## config.mk

```make
export PLATFORM = sky130hd
export DESIGN_NAME = sfpi_top
export DESIGN_NICKNAME = d
export VERILOG_FILES = /design/src/include/sfpi_pkg.sv /design/src/sfpi_top.sv /design/src/sfpi_sync.sv
export VERILOG_INCLUDE_DIRS = /design/src /design/src/include
export SDC_FILE = /design/constraint.sdc
export NUM_CORES = 1
export LEC_CHECK = 0
export BUFFER_PORTS_ARGS = -buffer_cell sky130_fd_sc_hd__clkbuf_2
export CORE_MARGIN = 2
export CORE_UTILIZATION = 35
export DETAILED_ROUTE_END_ITERATION = 16
export MAX_ROUTING_LAYER = met4
export PLACE_DENSITY = 0.55
export SLEW_MARGIN = 10
export SYNTH_ARGS = -nofsm -noshare
export SYNTH_HDL_FRONTEND = slang
export SYNTH_HIERARCHICAL = 1
export SYNTH_SLANG_ARGS = --single-unit
export TNS_END_PERCENT = 20
```

## constraint.sdc

```tcl
create_clock -name pclk -period 3.81 [get_ports pclk]
set_input_delay 0.381 -clock pclk [delete_from_list [all_inputs] [get_ports pclk]]
set_output_delay 0.381 -clock pclk [all_outputs]
set_load 0.1 [all_outputs]
```

## src/include/sfpi_params.svh

```systemverilog
`ifndef SFPI_PARAMS_SVH
`define SFPI_PARAMS_SVH

// Register byte offsets on the APB bus
`define SFPI_OFF_CTRL     8'h00
`define SFPI_OFF_STATUS1  8'h04
`define SFPI_OFF_STATUS2  8'h08
`define SFPI_OFF_FLAGS    8'h0C
`define SFPI_OFF_RXDATA   8'h10
`define SFPI_OFF_TXDATA   8'h14

// Control register fields
`define SFPI_CTRL_MODE_HI 1
`define SFPI_CTRL_MODE_LO 0
`define SFPI_CTRL_TXEN    2
`define SFPI_CTRL_BUSY    3
`define SFPI_CTRL_RST     4'h0

// Status register fields
`define SFPI_SR1_SPL      7
`define SFPI_SR2_SPH      0
`define SFPI_SR2_QE       1
`define SFPI_SR1_RST      8'h00
`define SFPI_SR2_RST      8'h00

// Flag register fields
`define SFPI_FLG_SEL      0
`define SFPI_FLG_ACTIVE   1
`define SFPI_FLG_PAUSED   2
`define SFPI_FLG_WREJ     3
`define SFPI_FLG_LOCK     4
`define SFPI_FLG_ARMED    5
`define SFPI_FLG_RXRDY    6

// Synchronised pin vector positions
`define SFPI_PIN_W        6
`define SFPI_PIN_SEL      5
`define SFPI_PIN_SCLK     4
`define SFPI_PIN_D3       3
`define SFPI_PIN_D2       2

// Bits taken per clock edge, and drive masks per lane mode
`define SFPI_STEP_1       3'h1
`define SFPI_STEP_2       3'h2
`define SFPI_STEP_4       3'h4
`define SFPI_MASK_1       4'h2
`define SFPI_MASK_2       4'h3
`define SFPI_MASK_4       4'hF
`define SFPI_POS_START    3'h0

`endif

```

## src/include/sfpi_pkg.sv

```systemverilog
`include "sfpi_params.svh"

package sfpi_pkg;

    // Lane width of the current transfer
    typedef enum logic [1:0] {
        SFPI_LANE_SINGLE = 2'h0,
        SFPI_LANE_DUAL   = 2'h1,
        SFPI_LANE_QUAD   = 2'h2
    } sfpi_lane_t;

    // Link state, Gray coded along idle, shift, pause
    typedef enum logic [1:0] {
        SFPI_IDLE    = 2'h0,
        SFPI_SHIFT   = 2'h1,
        SFPI_PAUSED  = 2'h3,
        SFPI_UNARMED = 2'h2
    } sfpi_link_t;

    // Pin levels arriving from the host
    typedef struct packed {
        logic       sel_n;
        logic       sclk;
        logic [3:0] data_line;
    } sfpi_pins_in_t;

    // Pin drive toward the host; enable low means driving
    typedef struct packed {
        logic [3:0] data_out;
        logic [3:0] data_oe_n;
    } sfpi_pins_out_t;

    // Whole state of the top module
    typedef struct packed {
        logic [3:0]     ctrl;
        logic [7:0]     status_reg_one;
        logic [7:0]     status_reg_two;
        sfpi_link_t     lstate;
        logic [2:0]     pos;
        logic [7:0]     rx_shift;
        logic [7:0]     rx_data;
        logic           rx_rdy;
        logic [7:0]     tx_data;
        logic [7:0]     tx_shift;
        logic           pause_want;
        logic           wrej;
        logic [5:0]     prev;
        sfpi_pins_out_t pins;
        logic           standby;
        logic           lock;
        logic [31:0]    prdata;
        logic           pready;
        logic           pslverr;
    } sfpi_state_t;

endpackage : sfpi_pkg

```

## src/sfpi_top.sv

```systemverilog
// The register addresses and the APB interface to the registers are this design's own decisions.
`timescale 1ns/1ns
`default_nettype none
`include "sfpi_params.svh"

module sfpi_top (
    // Clock and reset
    input  wire logic                   pclk,
    input  wire logic                   presetn,
    // APB slave
    input  wire logic                   psel,
    input  wire logic                   penable,
    input  wire logic                   pwrite,
    input  wire logic [7:0]             paddr,
    input  wire logic [31:0]            pwdata,
    output logic      [31:0]            prdata,
    output logic                        pready,
    output logic                        pslverr,
    // Flash pins
    input  wire sfpi_pkg::sfpi_pins_in_t pins_in,
    output var  sfpi_pkg::sfpi_pins_out_t pins_out,
    // Device status
    output logic                        power_standby,
    output logic                        region_lock
);
    import sfpi_pkg::*;

    sfpi_state_t st;        // Registered state
    sfpi_state_t next_st;   // Next state
    logic [5:0]  s;         // Filtered pin levels
    logic [5:0]  rise;      // Filtered rising edges
    logic [5:0]  fall;      // Filtered falling edges
    logic        qe;        // Quad enable bit
    logic        protect;   // Hardware protect in force
    sfpi_lane_t  lane;      // Effective lane width
    logic [2:0]  step;      // Bits per rising edge
    logic [3:0]  mask;      // Lines driven in this width
    logic [7:0]  src;       // Byte being shifted out
    logic        setup;     // APB setup phase
    logic        commit;    // APB access completes
    logic        mapped;    // Address hits a register
    logic [31:0] rd_val;    // Read mux

    // Pins cross from the host's timing into pclk
    sfpi_sync #(
        .WIDTH (`SFPI_PIN_W)
    ) u_sync (
        .clk   (pclk),
        .rst_n (presetn),
        .d     (pins_in),
        .q     (s)
    );

    // Clock edges are found by comparing filtered levels; this is what
    // lets mode 0 and mode 3 idle levels both work
    assign rise = s & ~st.prev;
    assign fall = ~s & st.prev;

    // Quad enable takes the protect and pause pins away
    assign qe      = st.status_reg_two[`SFPI_SR2_QE];
    assign protect = ~qe & ~s[`SFPI_PIN_D2]
                   & ~st.status_reg_two[`SFPI_SR2_SPH]
                   & st.status_reg_one[`SFPI_SR1_SPL];

    // Quad width falls back to single unless quad enable is set
    always_comb begin
        if (st.ctrl[`SFPI_CTRL_MODE_HI:`SFPI_CTRL_MODE_LO] == SFPI_LANE_DUAL) begin
            lane = SFPI_LANE_DUAL;
            step = `SFPI_STEP_2;
            mask = `SFPI_MASK_2;
        end else if (st.ctrl[`SFPI_CTRL_MODE_HI:`SFPI_CTRL_MODE_LO] == SFPI_LANE_QUAD
                     && qe) begin
            lane = SFPI_LANE_QUAD;
            step = `SFPI_STEP_4;
            mask = `SFPI_MASK_4;
        end else begin
            lane = SFPI_LANE_SINGLE;
            step = `SFPI_STEP_1;
            mask = `SFPI_MASK_1;
        end
    end

    // A byte boundary reloads from the transmit register
    assign src = (st.pos == `SFPI_POS_START) ? st.tx_data : st.tx_shift;

    // APB phase decode
    assign setup  = psel & ~penable;
    assign commit = psel & penable & st.pready;

    // Read mux; unmapped addresses read zero and flag an error
    always_comb begin
        mapped = 1'b1;
        rd_val = 32'h0;
        case (paddr)
            `SFPI_OFF_CTRL:    rd_val[3:0] = st.ctrl;
            `SFPI_OFF_STATUS1: rd_val[7:0] = st.status_reg_one;
            `SFPI_OFF_STATUS2: rd_val[7:0] = st.status_reg_two;
            `SFPI_OFF_FLAGS: begin
                rd_val[`SFPI_FLG_SEL]    = (st.lstate == SFPI_SHIFT)
                                         | (st.lstate == SFPI_PAUSED);
                rd_val[`SFPI_FLG_ACTIVE] = ~st.standby;
                rd_val[`SFPI_FLG_PAUSED] = st.lstate == SFPI_PAUSED;
                rd_val[`SFPI_FLG_WREJ]   = st.wrej;
                rd_val[`SFPI_FLG_LOCK]   = st.lock;
                rd_val[`SFPI_FLG_ARMED]  = st.lstate != SFPI_UNARMED;
                rd_val[`SFPI_FLG_RXRDY]  = st.rx_rdy;
            end
            `SFPI_OFF_RXDATA:  rd_val[7:0] = st.rx_data;
            `SFPI_OFF_TXDATA:  rd_val[7:0] = st.tx_data;
            default:           mapped = 1'b0;
        endcase
    end

    // Next-state logic for bus, link and pins
    always_comb begin
        next_st      = st;
        next_st.prev = s;

        // Answer in the first access cycle, zero wait states
        next_st.pready  = setup;
        next_st.pslverr = setup & ~mapped;
        next_st.prdata  = setup ? rd_val : 32'h0;

        // Register writes take effect at the completing edge
        if (commit && pwrite) begin
            case (paddr)
                `SFPI_OFF_CTRL: next_st.ctrl = pwdata[3:0];
                `SFPI_OFF_STATUS1: begin
                    if (protect) begin
                        next_st.wrej = 1'b1;
                    end else begin
                        next_st.status_reg_one = pwdata[7:0];
                    end
                end
                `SFPI_OFF_STATUS2: begin
                    if (protect) begin
                        next_st.wrej = 1'b1;
                    end else begin
                        next_st.status_reg_two = pwdata[7:0];
                    end
                end
                `SFPI_OFF_FLAGS: begin
                    // Write one to clear the rejection flag
                    if (pwdata[`SFPI_FLG_WREJ]) begin
                        next_st.wrej = 1'b0;
                    end
                end
                `SFPI_OFF_TXDATA: next_st.tx_data = pwdata[7:0];
                default: ;
            endcase
        end

        // Reading the received byte clears ready; a new byte below wins
        if (commit && !pwrite && paddr == `SFPI_OFF_RXDATA) begin
            next_st.rx_rdy = 1'b0;
        end

        // Pause pin edges only count while selected and quad is off
        if (!qe && (st.lstate == SFPI_SHIFT || st.lstate == SFPI_PAUSED)) begin
            if (fall[`SFPI_PIN_D3]) begin
                next_st.pause_want = 1'b1;
            end else if (rise[`SFPI_PIN_D3]) begin
                next_st.pause_want = 1'b0;
            end
        end

        // Link state machine
        case (st.lstate)
            SFPI_UNARMED, SFPI_IDLE: begin
                // Only a falling select starts a frame, so a select held
                // low through reset stays ignored
                if (fall[`SFPI_PIN_SEL]) begin
                    next_st.lstate = SFPI_SHIFT;
                    next_st.pos    = `SFPI_POS_START;
                end
            end
            SFPI_SHIFT: begin
                if (s[`SFPI_PIN_SEL]) begin
                    next_st.lstate     = SFPI_IDLE;
                    next_st.pos        = `SFPI_POS_START;
                    next_st.pause_want = 1'b0;
                end else if (next_st.pause_want && !qe && !s[`SFPI_PIN_SCLK]) begin
                    // A pending pause waits here until the clock is low
                    next_st.lstate = SFPI_PAUSED;
                end else if (rise[`SFPI_PIN_SCLK]) begin
                    // Inputs are taken on the rising edge
                    case (lane)
                        SFPI_LANE_DUAL:
                            next_st.rx_shift = {st.rx_shift[5:0],
                                                s[1], s[0]};
                        SFPI_LANE_QUAD:
                            next_st.rx_shift = {st.rx_shift[3:0], s[3:0]};
                        default:
                            next_st.rx_shift = {st.rx_shift[6:0], s[0]};
                    endcase
                    next_st.pos = 3'(st.pos + step);
                    if (next_st.pos == `SFPI_POS_START) begin
                        next_st.rx_data = next_st.rx_shift;
                        next_st.rx_rdy  = 1'b1;
                    end
                end else if (fall[`SFPI_PIN_SCLK]) begin
                    // Outputs move only after a falling edge
                    case (lane)
                        SFPI_LANE_DUAL: begin
                            next_st.pins.data_out[1:0] = src[7:6];
                            next_st.tx_shift = {src[5:0], 2'h0};
                        end
                        SFPI_LANE_QUAD: begin
                            next_st.pins.data_out = src[7:4];
                            next_st.tx_shift = {src[3:0], 4'h0};
                        end
                        default: begin
                            next_st.pins.data_out[1] = src[7];
                            next_st.tx_shift = {src[6:0], 1'h0};
                        end
                    endcase
                end
            end
            SFPI_PAUSED: begin
                // Clock and data are ignored here; position is kept
                if (s[`SFPI_PIN_SEL]) begin
                    next_st.lstate     = SFPI_IDLE;
                    next_st.pos        = `SFPI_POS_START;
                    next_st.pause_want = 1'b0;
                end else if (qe) begin
                    next_st.lstate     = SFPI_SHIFT;
                    next_st.pause_want = 1'b0;
                end else if (!next_st.pause_want && !s[`SFPI_PIN_SCLK]) begin
                    next_st.lstate = SFPI_SHIFT;
                end
            end
            default: next_st.lstate = SFPI_UNARMED;
        endcase

        // Drive only in an active frame with transmit on; float otherwise
        if (next_st.lstate == SFPI_SHIFT && st.ctrl[`SFPI_CTRL_TXEN]) begin
            next_st.pins.data_oe_n = ~mask;
        end else begin
            next_st.pins.data_oe_n = `SFPI_MASK_4;
        end

        // Pausing never touches the busy bit, so engines run on
        next_st.standby = ~((next_st.lstate == SFPI_SHIFT)
                          | (next_st.lstate == SFPI_PAUSED)
                          | next_st.ctrl[`SFPI_CTRL_BUSY]);
        next_st.lock    = protect;
    end

    // State register
    always_ff @(posedge pclk or negedge presetn) begin
        if (!presetn) begin
            st                <= '0;
            st.ctrl           <= `SFPI_CTRL_RST;
            st.status_reg_one <= `SFPI_SR1_RST;
            st.status_reg_two <= `SFPI_SR2_RST;
            st.lstate         <= SFPI_UNARMED;
            st.pins.data_oe_n <= `SFPI_MASK_4;
            st.standby        <= 1'b1;
        end else begin
            st <= next_st;
        end
    end

    // Outputs straight from the state register
    assign prdata        = st.prdata;
    assign pready        = st.pready;
    assign pslverr       = st.pslverr;
    assign pins_out      = st.pins;
    assign power_standby = st.standby;
    assign region_lock   = st.lock;
endmodule : sfpi_top
`default_nettype wire

```

## src/sfpi_sync.sv

```systemverilog
`timescale 1ns/1ns
`default_nettype none

// Three-stage synchroniser; a bit only moves once stages two and three agree
module sfpi_sync #(
    parameter int WIDTH = 6
) (
    // Clock and reset
    input  wire logic             clk,
    input  wire logic             rst_n,
    // Raw and filtered levels
    input  wire logic [WIDTH-1:0] d,
    output logic      [WIDTH-1:0] q
);
    // Local state in one record
    typedef struct packed {
        logic [WIDTH-1:0] f1;
        logic [WIDTH-1:0] f2;
        logic [WIDTH-1:0] f3;
        logic [WIDTH-1:0] q;
    } sfpi_sync_state_t;

    sfpi_sync_state_t st;      // Registered state
    sfpi_sync_state_t next_st; // Next state

    // Stage one feeds only stage two; the agree test looks at two and three
    always_comb begin
        next_st    = st;
        next_st.f1 = d;
        next_st.f2 = st.f1;
        next_st.f3 = st.f2;
        next_st.q  = (~(st.f2 ^ st.f3) & st.f3) | ((st.f2 ^ st.f3) & st.q);
    end

    // Reset to low: a select already low at power-up never shows an edge
    always_ff @(posedge clk or negedge rst_n) begin
        if (!rst_n) begin
            st <= '0;
        end else begin
            st <= next_st;
        end
    end

    assign q = st.q;

endmodule : sfpi_sync
`default_nettype wire

```

# After elaboration in Yosys (flattened, before gate mapping)
# Index checks and enable logic that the tools add are counted.
word_totals:
  register_bits: 110
  input_bits: 51
  out_inout_bits: 44
  wordCells: 161
op_classes:
  n_addsub: 1
  n_eq_ne: 21
  mux: 47
  bitwise_logic: 31
  n_reduce_logical: 34
op_table:
  columns: ["op", "count"]
  rows:
  - ["20-bit two-way mux", 3]
  - ["8-bit two-way mux", 6]
  - ["8-bit one-hot mux with 2 select lines", 2]
  - ["4-bit one-hot mux with 6 select lines", 1]
  - ["6-bit AND", 3]
  - ["8-bit by 4-bit == test with 1-bit output (second input constant)", 2]
  - ["8-bit by 5-bit == test with 1-bit output (second input constant)", 2]
  - ["4-bit two-way mux", 4]
  - ["3-bit one-hot mux with 5 select lines", 1]
  - ["5-bit one-hot mux with 3 select lines", 1]
  - ["1-bit two-way mux", 13]
  - ["2-bit two-way mux", 6]
  - ["6-bit NOT", 2]
  - ["4-bit AND reduction", 3]
  - ["6-bit AND reduction", 2]
  - ["1-bit NOT", 11]
  - ["2-bit == test (second input constant)", 5]
  - ["5-bit two-way mux", 2]
  - ["5-bit AND reduction", 2]
  - ["1-bit logical AND", 9]
  - ["3-bit two-way mux", 3]
  - ["9-bit two-way mux", 1]
  - ["2-bit by 1-bit == test with 1-bit output (second input constant)", 4]
  - ["8-bit by 3-bit == test with 1-bit output (second input constant)", 1]
  - ["23 further kinds", 45]

# Depth between registers and ports, before layout
logic_depth:
  depth_word: 15
  ltp_mapped: 13
  ltp_nobuf: 10

# By module
# Netlist, hierarchy kept.
by_module_without_submodules:
  columns: ["mod", "instances", "cells_per_inst", "area_per_inst_um2", "seq_area_each_um2"]
  rows:
  - ["sfpi_top", 1, 385, 4250.3, 2008.2]
  - ["sfpi_sync", 1, 36, 713.2, 600.6]

# Least setup slack after synthesis
# No wires, ideal clock.
synth_timing:
  kind: "register -> register"
  from: "register st (netlist bit qe)"
  to: "register st[69] (netlist bit)"
  setup_time_ns: 0.125
  arrival_ns: 2.967
  t_required_ns: 3.685
  setup_slack_ns: 0.719
  stages_incl_launch_ff: 14
  n_path_buf: 4
  synth_period_minus_slack_ns: 3.091
  path_cell_list: "dfrtp_1 -> buf_2 -> and3b_1 -> buf_2 -> nand2b_1 -> buf_2 -> clkinv_1 -> ha_1 -> inv_1 -> fa_1 -> xnor3_1 -> nor4b_1 -> buf_2 -> mux2_2"
synth_between:
  elab_chain_cells: 7
  word_cells_on_any_way: 12
  cone_classes: "add/sub: 1; mux: 3; bitwise: 1; reduce/logical: 7"
synth_rtl:
  columns: ["element", "line", "rtl"]
  rows:
  - ["start, declared", "sfpi_top.sv:28", "sfpi_state_t st;"]
  - ["start signal, assigned", "sfpi_top.sv:260", "st <= next_st;"]
  - ["branches (longest 6 deep; another with 3-bit adder)", null, null]
  - ["5-bit AND reduction (no line) (*)", null, null]
# Every way passes the cells marked *.
# A chain may end at the register's enable or synchronous reset.

# Worst setup path in the final report
layout_timing:
  from: "register st (netlist bit qe)"
  to: "register st[76] (netlist bit)"
layout_between:
  elab_chain_cells: 7
  word_cells_on_any_way: 17
  cone_classes: "add/sub: 1; eq/ne: 2; mux: 6; bitwise: 1; reduce/logical: 7"
layout_rtl:
  columns: ["element"]
  rows:
  - ["branches (longest 7 deep; another with 3-bit adder)"]
# Parallel ways; which one is timed is not known.

==> impl_metrics.xml <==
<?xml version="1.0" encoding="UTF-8"?>
<metrics>
  <group name="sta">
    <metric name="setup_viol" unit="">0</metric>
    <metric name="final.setup_skew" unit="ns">0.009735</metric>
    <metric name="totalNegativeSetupSlack" unit="ns">0</metric>
    <metric name="max_clock_freq" unit="MHz">349.8</metric>
    <metric name="worst_slew_margin_rel" unit="%">39.54</metric>
    <metric name="timing.final.max_slew_violations" unit="">0</metric>
    <metric name="max_slew.worst_pin.slew" unit="ns">0.9069</metric>
    <metric name="report.final.hold_viol_count" unit="">0</metric>
    <metric name="postLayoutSetupSlackWorst" unit="ns">0.9515</metric>
    <metric name="layout_worst_path_cycle_share" unit="%">75.03</metric>
    <metric name="grt_setup_unrepaired" unit="">no</metric>
    <metric name="finalWorstPathRequiredPeriod" unit="ns">2.858</metric>
  </group>
  <group name="logic_synthesis">
    <metric name="synthDistinctLibCells" unit="">63</metric>
    <metric name="yosys_most_used_dff" unit="">dfrtp_1</metric>
    <metric name="synth_edf_count" unit="">0</metric>
    <metric name="synth_commonest_cells" unit="">dfrtp_1 (99), buf_4 (46), mux2_2 (40)</metric>
    <metric name="netlist_instances" unit="">421</metric>
    <metric name="ys_seq_elements" unit="">104</metric>
    <metric name="sequential_area_share_after_synthesis" unit="%">52.56</metric>
    <metric name="synth_top_area_cell" unit="">dfrtp_1</metric>
    <metric name="syn_area" unit="µm²">4964</metric>
    <metric name="synthMostInstantiatedCell" unit="">dfrtp_1</metric>
    <metric name="yosys.area.top_type_share" unit="%">49.91</metric>
    <metric name="synthArstFlopShare" unit="%">100.0</metric>
    <metric name="synth.top_cells.by_area" unit="">dfrtp_1 (50%), mux2_2 (9.1%), buf_4 (7.0%), mux2i_1 (4.0%), dfstp_2 (2.6%)</metric>
    <metric name="ys.warnings.count" unit="">6</metric>
    <metric name="avgSynthCellArea" unit="µm²">11.79</metric>
  </group>
  <group name="finish">
    <metric name="final_core_util" unit="%">39.20</metric>
    <metric name="final.fill_count" unit="">1357</metric>
    <metric name="stdcell_area" unit="µm²">5441</metric>
    <metric name="layout.area.seq" unit="µm²">2609</metric>
    <metric name="multiInputGateArea" unit="µm²">1943</metric>
    <metric name="drive_gt1_share" unit="%">29.82</metric>
    <metric name="antenna-diode-count" unit="">0</metric>
    <metric name="final_cell_count_no_fill" unit="">626</metric>
    <metric name="nNetsFinal" unit="">494</metric>
    <metric name="areaGrowthSynthToFinish" unit="%">9.629</metric>
  </group>
  <group name="routing">
    <metric name="firstDrtPassIters" unit="">4</metric>
    <metric name="totalWireLength" unit="µm">10040</metric>
    <metric name="via_per_inst" unit="">4.950</metric>
    <metric name="drcViolationCount" unit="">0</metric>
    <metric name="final_antenna_net_count" unit="">0</metric>
    <metric name="drtIter0Drc" unit="">185</metric>
    <metric name="route.vias.total" unit="">3099</metric>
    <metric name="routedWlPerCell" unit="µm">16.04</metric>
  </group>
  <group name="power">
    <metric name="power.density_cell_area" unit="nW/µm²">460.3</metric>
    <metric name="max-vdd-ir-drop" unit="mV">0.1882</metric>
    <metric name="switching_share" unit="%">28.91</metric>
    <metric name="netSwitchingPower" unit="mW">0.7242</metric>
    <metric name="power.share.clock" unit="%">38.0</metric>
    <metric name="power_report.internal_total" unit="mW">1.781</metric>
    <metric name="leak_pwr" unit="nW">2.553</metric>
    <metric name="pwr-share-seq" unit="%">49.0</metric>
    <metric name="comb_power_share" unit="%">13.0</metric>
  </group>
  <group name="global_route">
    <metric name="wire_length_of_the_first_global_routing_pass" unit="µm">16270</metric>
    <metric name="grtUsageTotal" unit="%">14.77</metric>
    <metric name="grt_start_max_net_pins" unit="">74</metric>
    <metric name="grt_overflow" unit="">0</metric>
    <metric name="via_count_of_the_first_global_routing_pass" unit="">3031</metric>
    <metric name="number_of_antenna_violations_at_the_first_check_in_global_routing" unit="">0</metric>
  </group>
  <group name="clock_network">
    <metric name="ctsLongestPathBuffers" unit="">2</metric>
    <metric name="cts_max_level" unit="">3</metric>
    <metric name="post_cts_buffers" unit="">0</metric>
    <metric name="tritoncts.num_buffers" unit="">9</metric>
    <metric name="clkSlewWorstSetupHoldPaths" unit="ns">0.07</metric>
    <metric name="clk_root_buffer_cell" unit="">clkbuf_16</metric>
    <metric name="cts_hold_repair.buffers" unit="">0</metric>
    <metric name="clk_latency" unit="ns">0.35</metric>
    <metric name="clock_tree_from_tritoncts" unit="">built</metric>
    <metric name="cts.sink_count" unit="">104</metric>
    <metric name="post_cts_resized" unit="">0</metric>
  </group>
  <group name="worst_setup_path">
    <metric name="worstPathMaxFanout" unit="">10</metric>
    <metric name="critPathCaptureType" unit="">register</metric>
    <metric name="timing_worst_setup_path_type" unit="">register to register</metric>
    <metric name="crit_arrival" unit="ns">3.13</metric>
    <metric name="worst-endpoint-required" unit="ns">4.09</metric>
    <metric name="cp-start-kind" unit="">register</metric>
    <metric name="reg2reg_setup_slack" unit="ns">0.95</metric>
  </group>
  <group name="outcome">
    <metric name="outcome" unit="">finished clean</metric>
  </group>
  <group name="floorplanning">
    <metric name="rows" unit="">43</metric>
    <metric name="initial_utilization" unit="%">35.76</metric>
    <metric name="core_outline_area" unit="µm²">13880</metric>
    <metric name="die_h" unit="µm">123.1</metric>
    <metric name="die_width" unit="µm">123.1</metric>
    <metric name="dieArea" unit="µm²">15150</metric>
    <metric name="number_of_i_o_pins" unit="">95</metric>
  </group>
  <group name="job">
    <metric name="drv.max_cap_violation_count" unit="">0</metric>
  </group>
  <group name="placement">
    <metric name="detailed_place.area" unit="µm²">5134</metric>
    <metric name="dpl.cell_count" unit="">610</metric>
    <metric name="pre_cts_ws" unit="ns">0.9674</metric>
    <metric name="place_hpwl" unit="µm">7164</metric>
    <metric name="port_buffers" unit="">46</metric>
    <metric name="gpl.final_weighted_congestion" unit="">0.7833</metric>
  </group>
  <group name="min_path">
    <metric name="worstHoldPathType" unit="">input port to register</metric>
  </group>
</metrics>
[worst paths after layout]
path,startpoint,end,cells after the start
max in group asynchronous,presetn,pready,2
worst max-delay path,qe,st[76],10
worst max register to register,qe,st[76],10
worst min-delay path,pins_in[1],u_sync/next_st[13],1
min in group asynchronous,presetn,pins_out[7],1
worst min register to register,u_sync/next_st[17],u_sync/next_st[11],0
[critical path, cell delays in order, from the launching register on]
cell	delay, ns
dfrtp_1	0.49
and3b_1	0.27
nand2b_1	0.16
clkinv_1	0.08
ha_1	0.13
inv_1	0.05
fa_1	0.42
xnor3_1	0.37
nor4b_2	0.32
buf_4	0.29
mux2i_1	0.20
[through the flow]
step / power [mW] / hold slack [ns]
6_report: 2.505 / 0.1294
5_1_grt: 2.615 / 0.1264
4_1_cts: 2.540 / 0.1176
3_5_place_dp: 1.577 / 0.3347
3_3_place_gp: 1.569 / 0.3327
2_1_floorplan: 1.509 / 0.08541
[cell families (layout without fill, tap and decap cells)]
family	count (synthesis)	count (layout)	share of synthesized area, %
AOI/OAI and AO/OA	74	74	10.16
xor gates and xnor gates	2	2	0.6302
adders and majority gates	8	8	2.017
buffers and inverters	86	88	10.16
DFF	104	104	52.56
muxes	63	63	14.47
other	1	24	0.07555
and+or+nand+nor	83	83	9.932
[state kept, by name, indices dropped and copies added (netlist names), named ones only]
register / cells
st: 60
u_sync/next_st: 12
prdata: 8
pins_out: 7
u_sync/st: 6
power_standby: 1
pready: 1
pslverr: 1
qe: 1
region_lock: 1
[power by group through the flow]
stage | combinational [mW] | clock, mW | sequential [mW]
2_1_floorplan | 0.269 | 0 | 1.24
3_3_place_gp | 0.322 | 0 | 1.25
3_5_place_dp | 0.327 | 0 | 1.25
4_1_cts | 0.329 | 0.982 | 1.23
5_1_grt | 0.356 | 1.02 | 1.24
6_report | 0.325 | 0.952 | 1.23
[layer usage]
metal	GRT usage [%]	routed length, µm
met5	-	0
met4	6.960	225
met3	2.399	480
met2	22.06	4701
met1	19.74	4631
[cell type report]
class / count / area share (%)
tap: 180 / 4.139
timing repair buffer: 53 / 5.243
clock buffer: 10 / 4.392
sequential: 104 / 47.94
multi-input combinational: 254 / 35.71
inverter: 19 / 1.311
clock inverter: 6 / 1.265
[cell usage in the layout, fill, tap and decap left out, drive strengths merged, types with 3 or more instances in the layout]
| cell type | count |
|---|---|
| dfrtp | 99 |
| clkbuf | 55 |
| mux2 | 40 |
| conb | 24 |
| mux2i | 20 |
| nand2 | 19 |
| nor2 | 19 |
| inv | 18 |
| a21oi | 16 |
| o21ai | 15 |
| a22o | 8 |
| buf | 8 |
| nor2b | 7 |
| nand2b | 6 |
| maj3 | 6 |
| nand3 | 6 |
| dfstp | 5 |
| nor4b | 5 |
| clkinv | 5 |
| o22ai | 4 |
| nor3b | 3 |
| a21o | 3 |
| o211ai | 3 |
| mux4 | 3 |
| o31a | 3 |
| o221ai | 3 |
| nor3 | 3 |
Power figures use the tool's default switching activity.
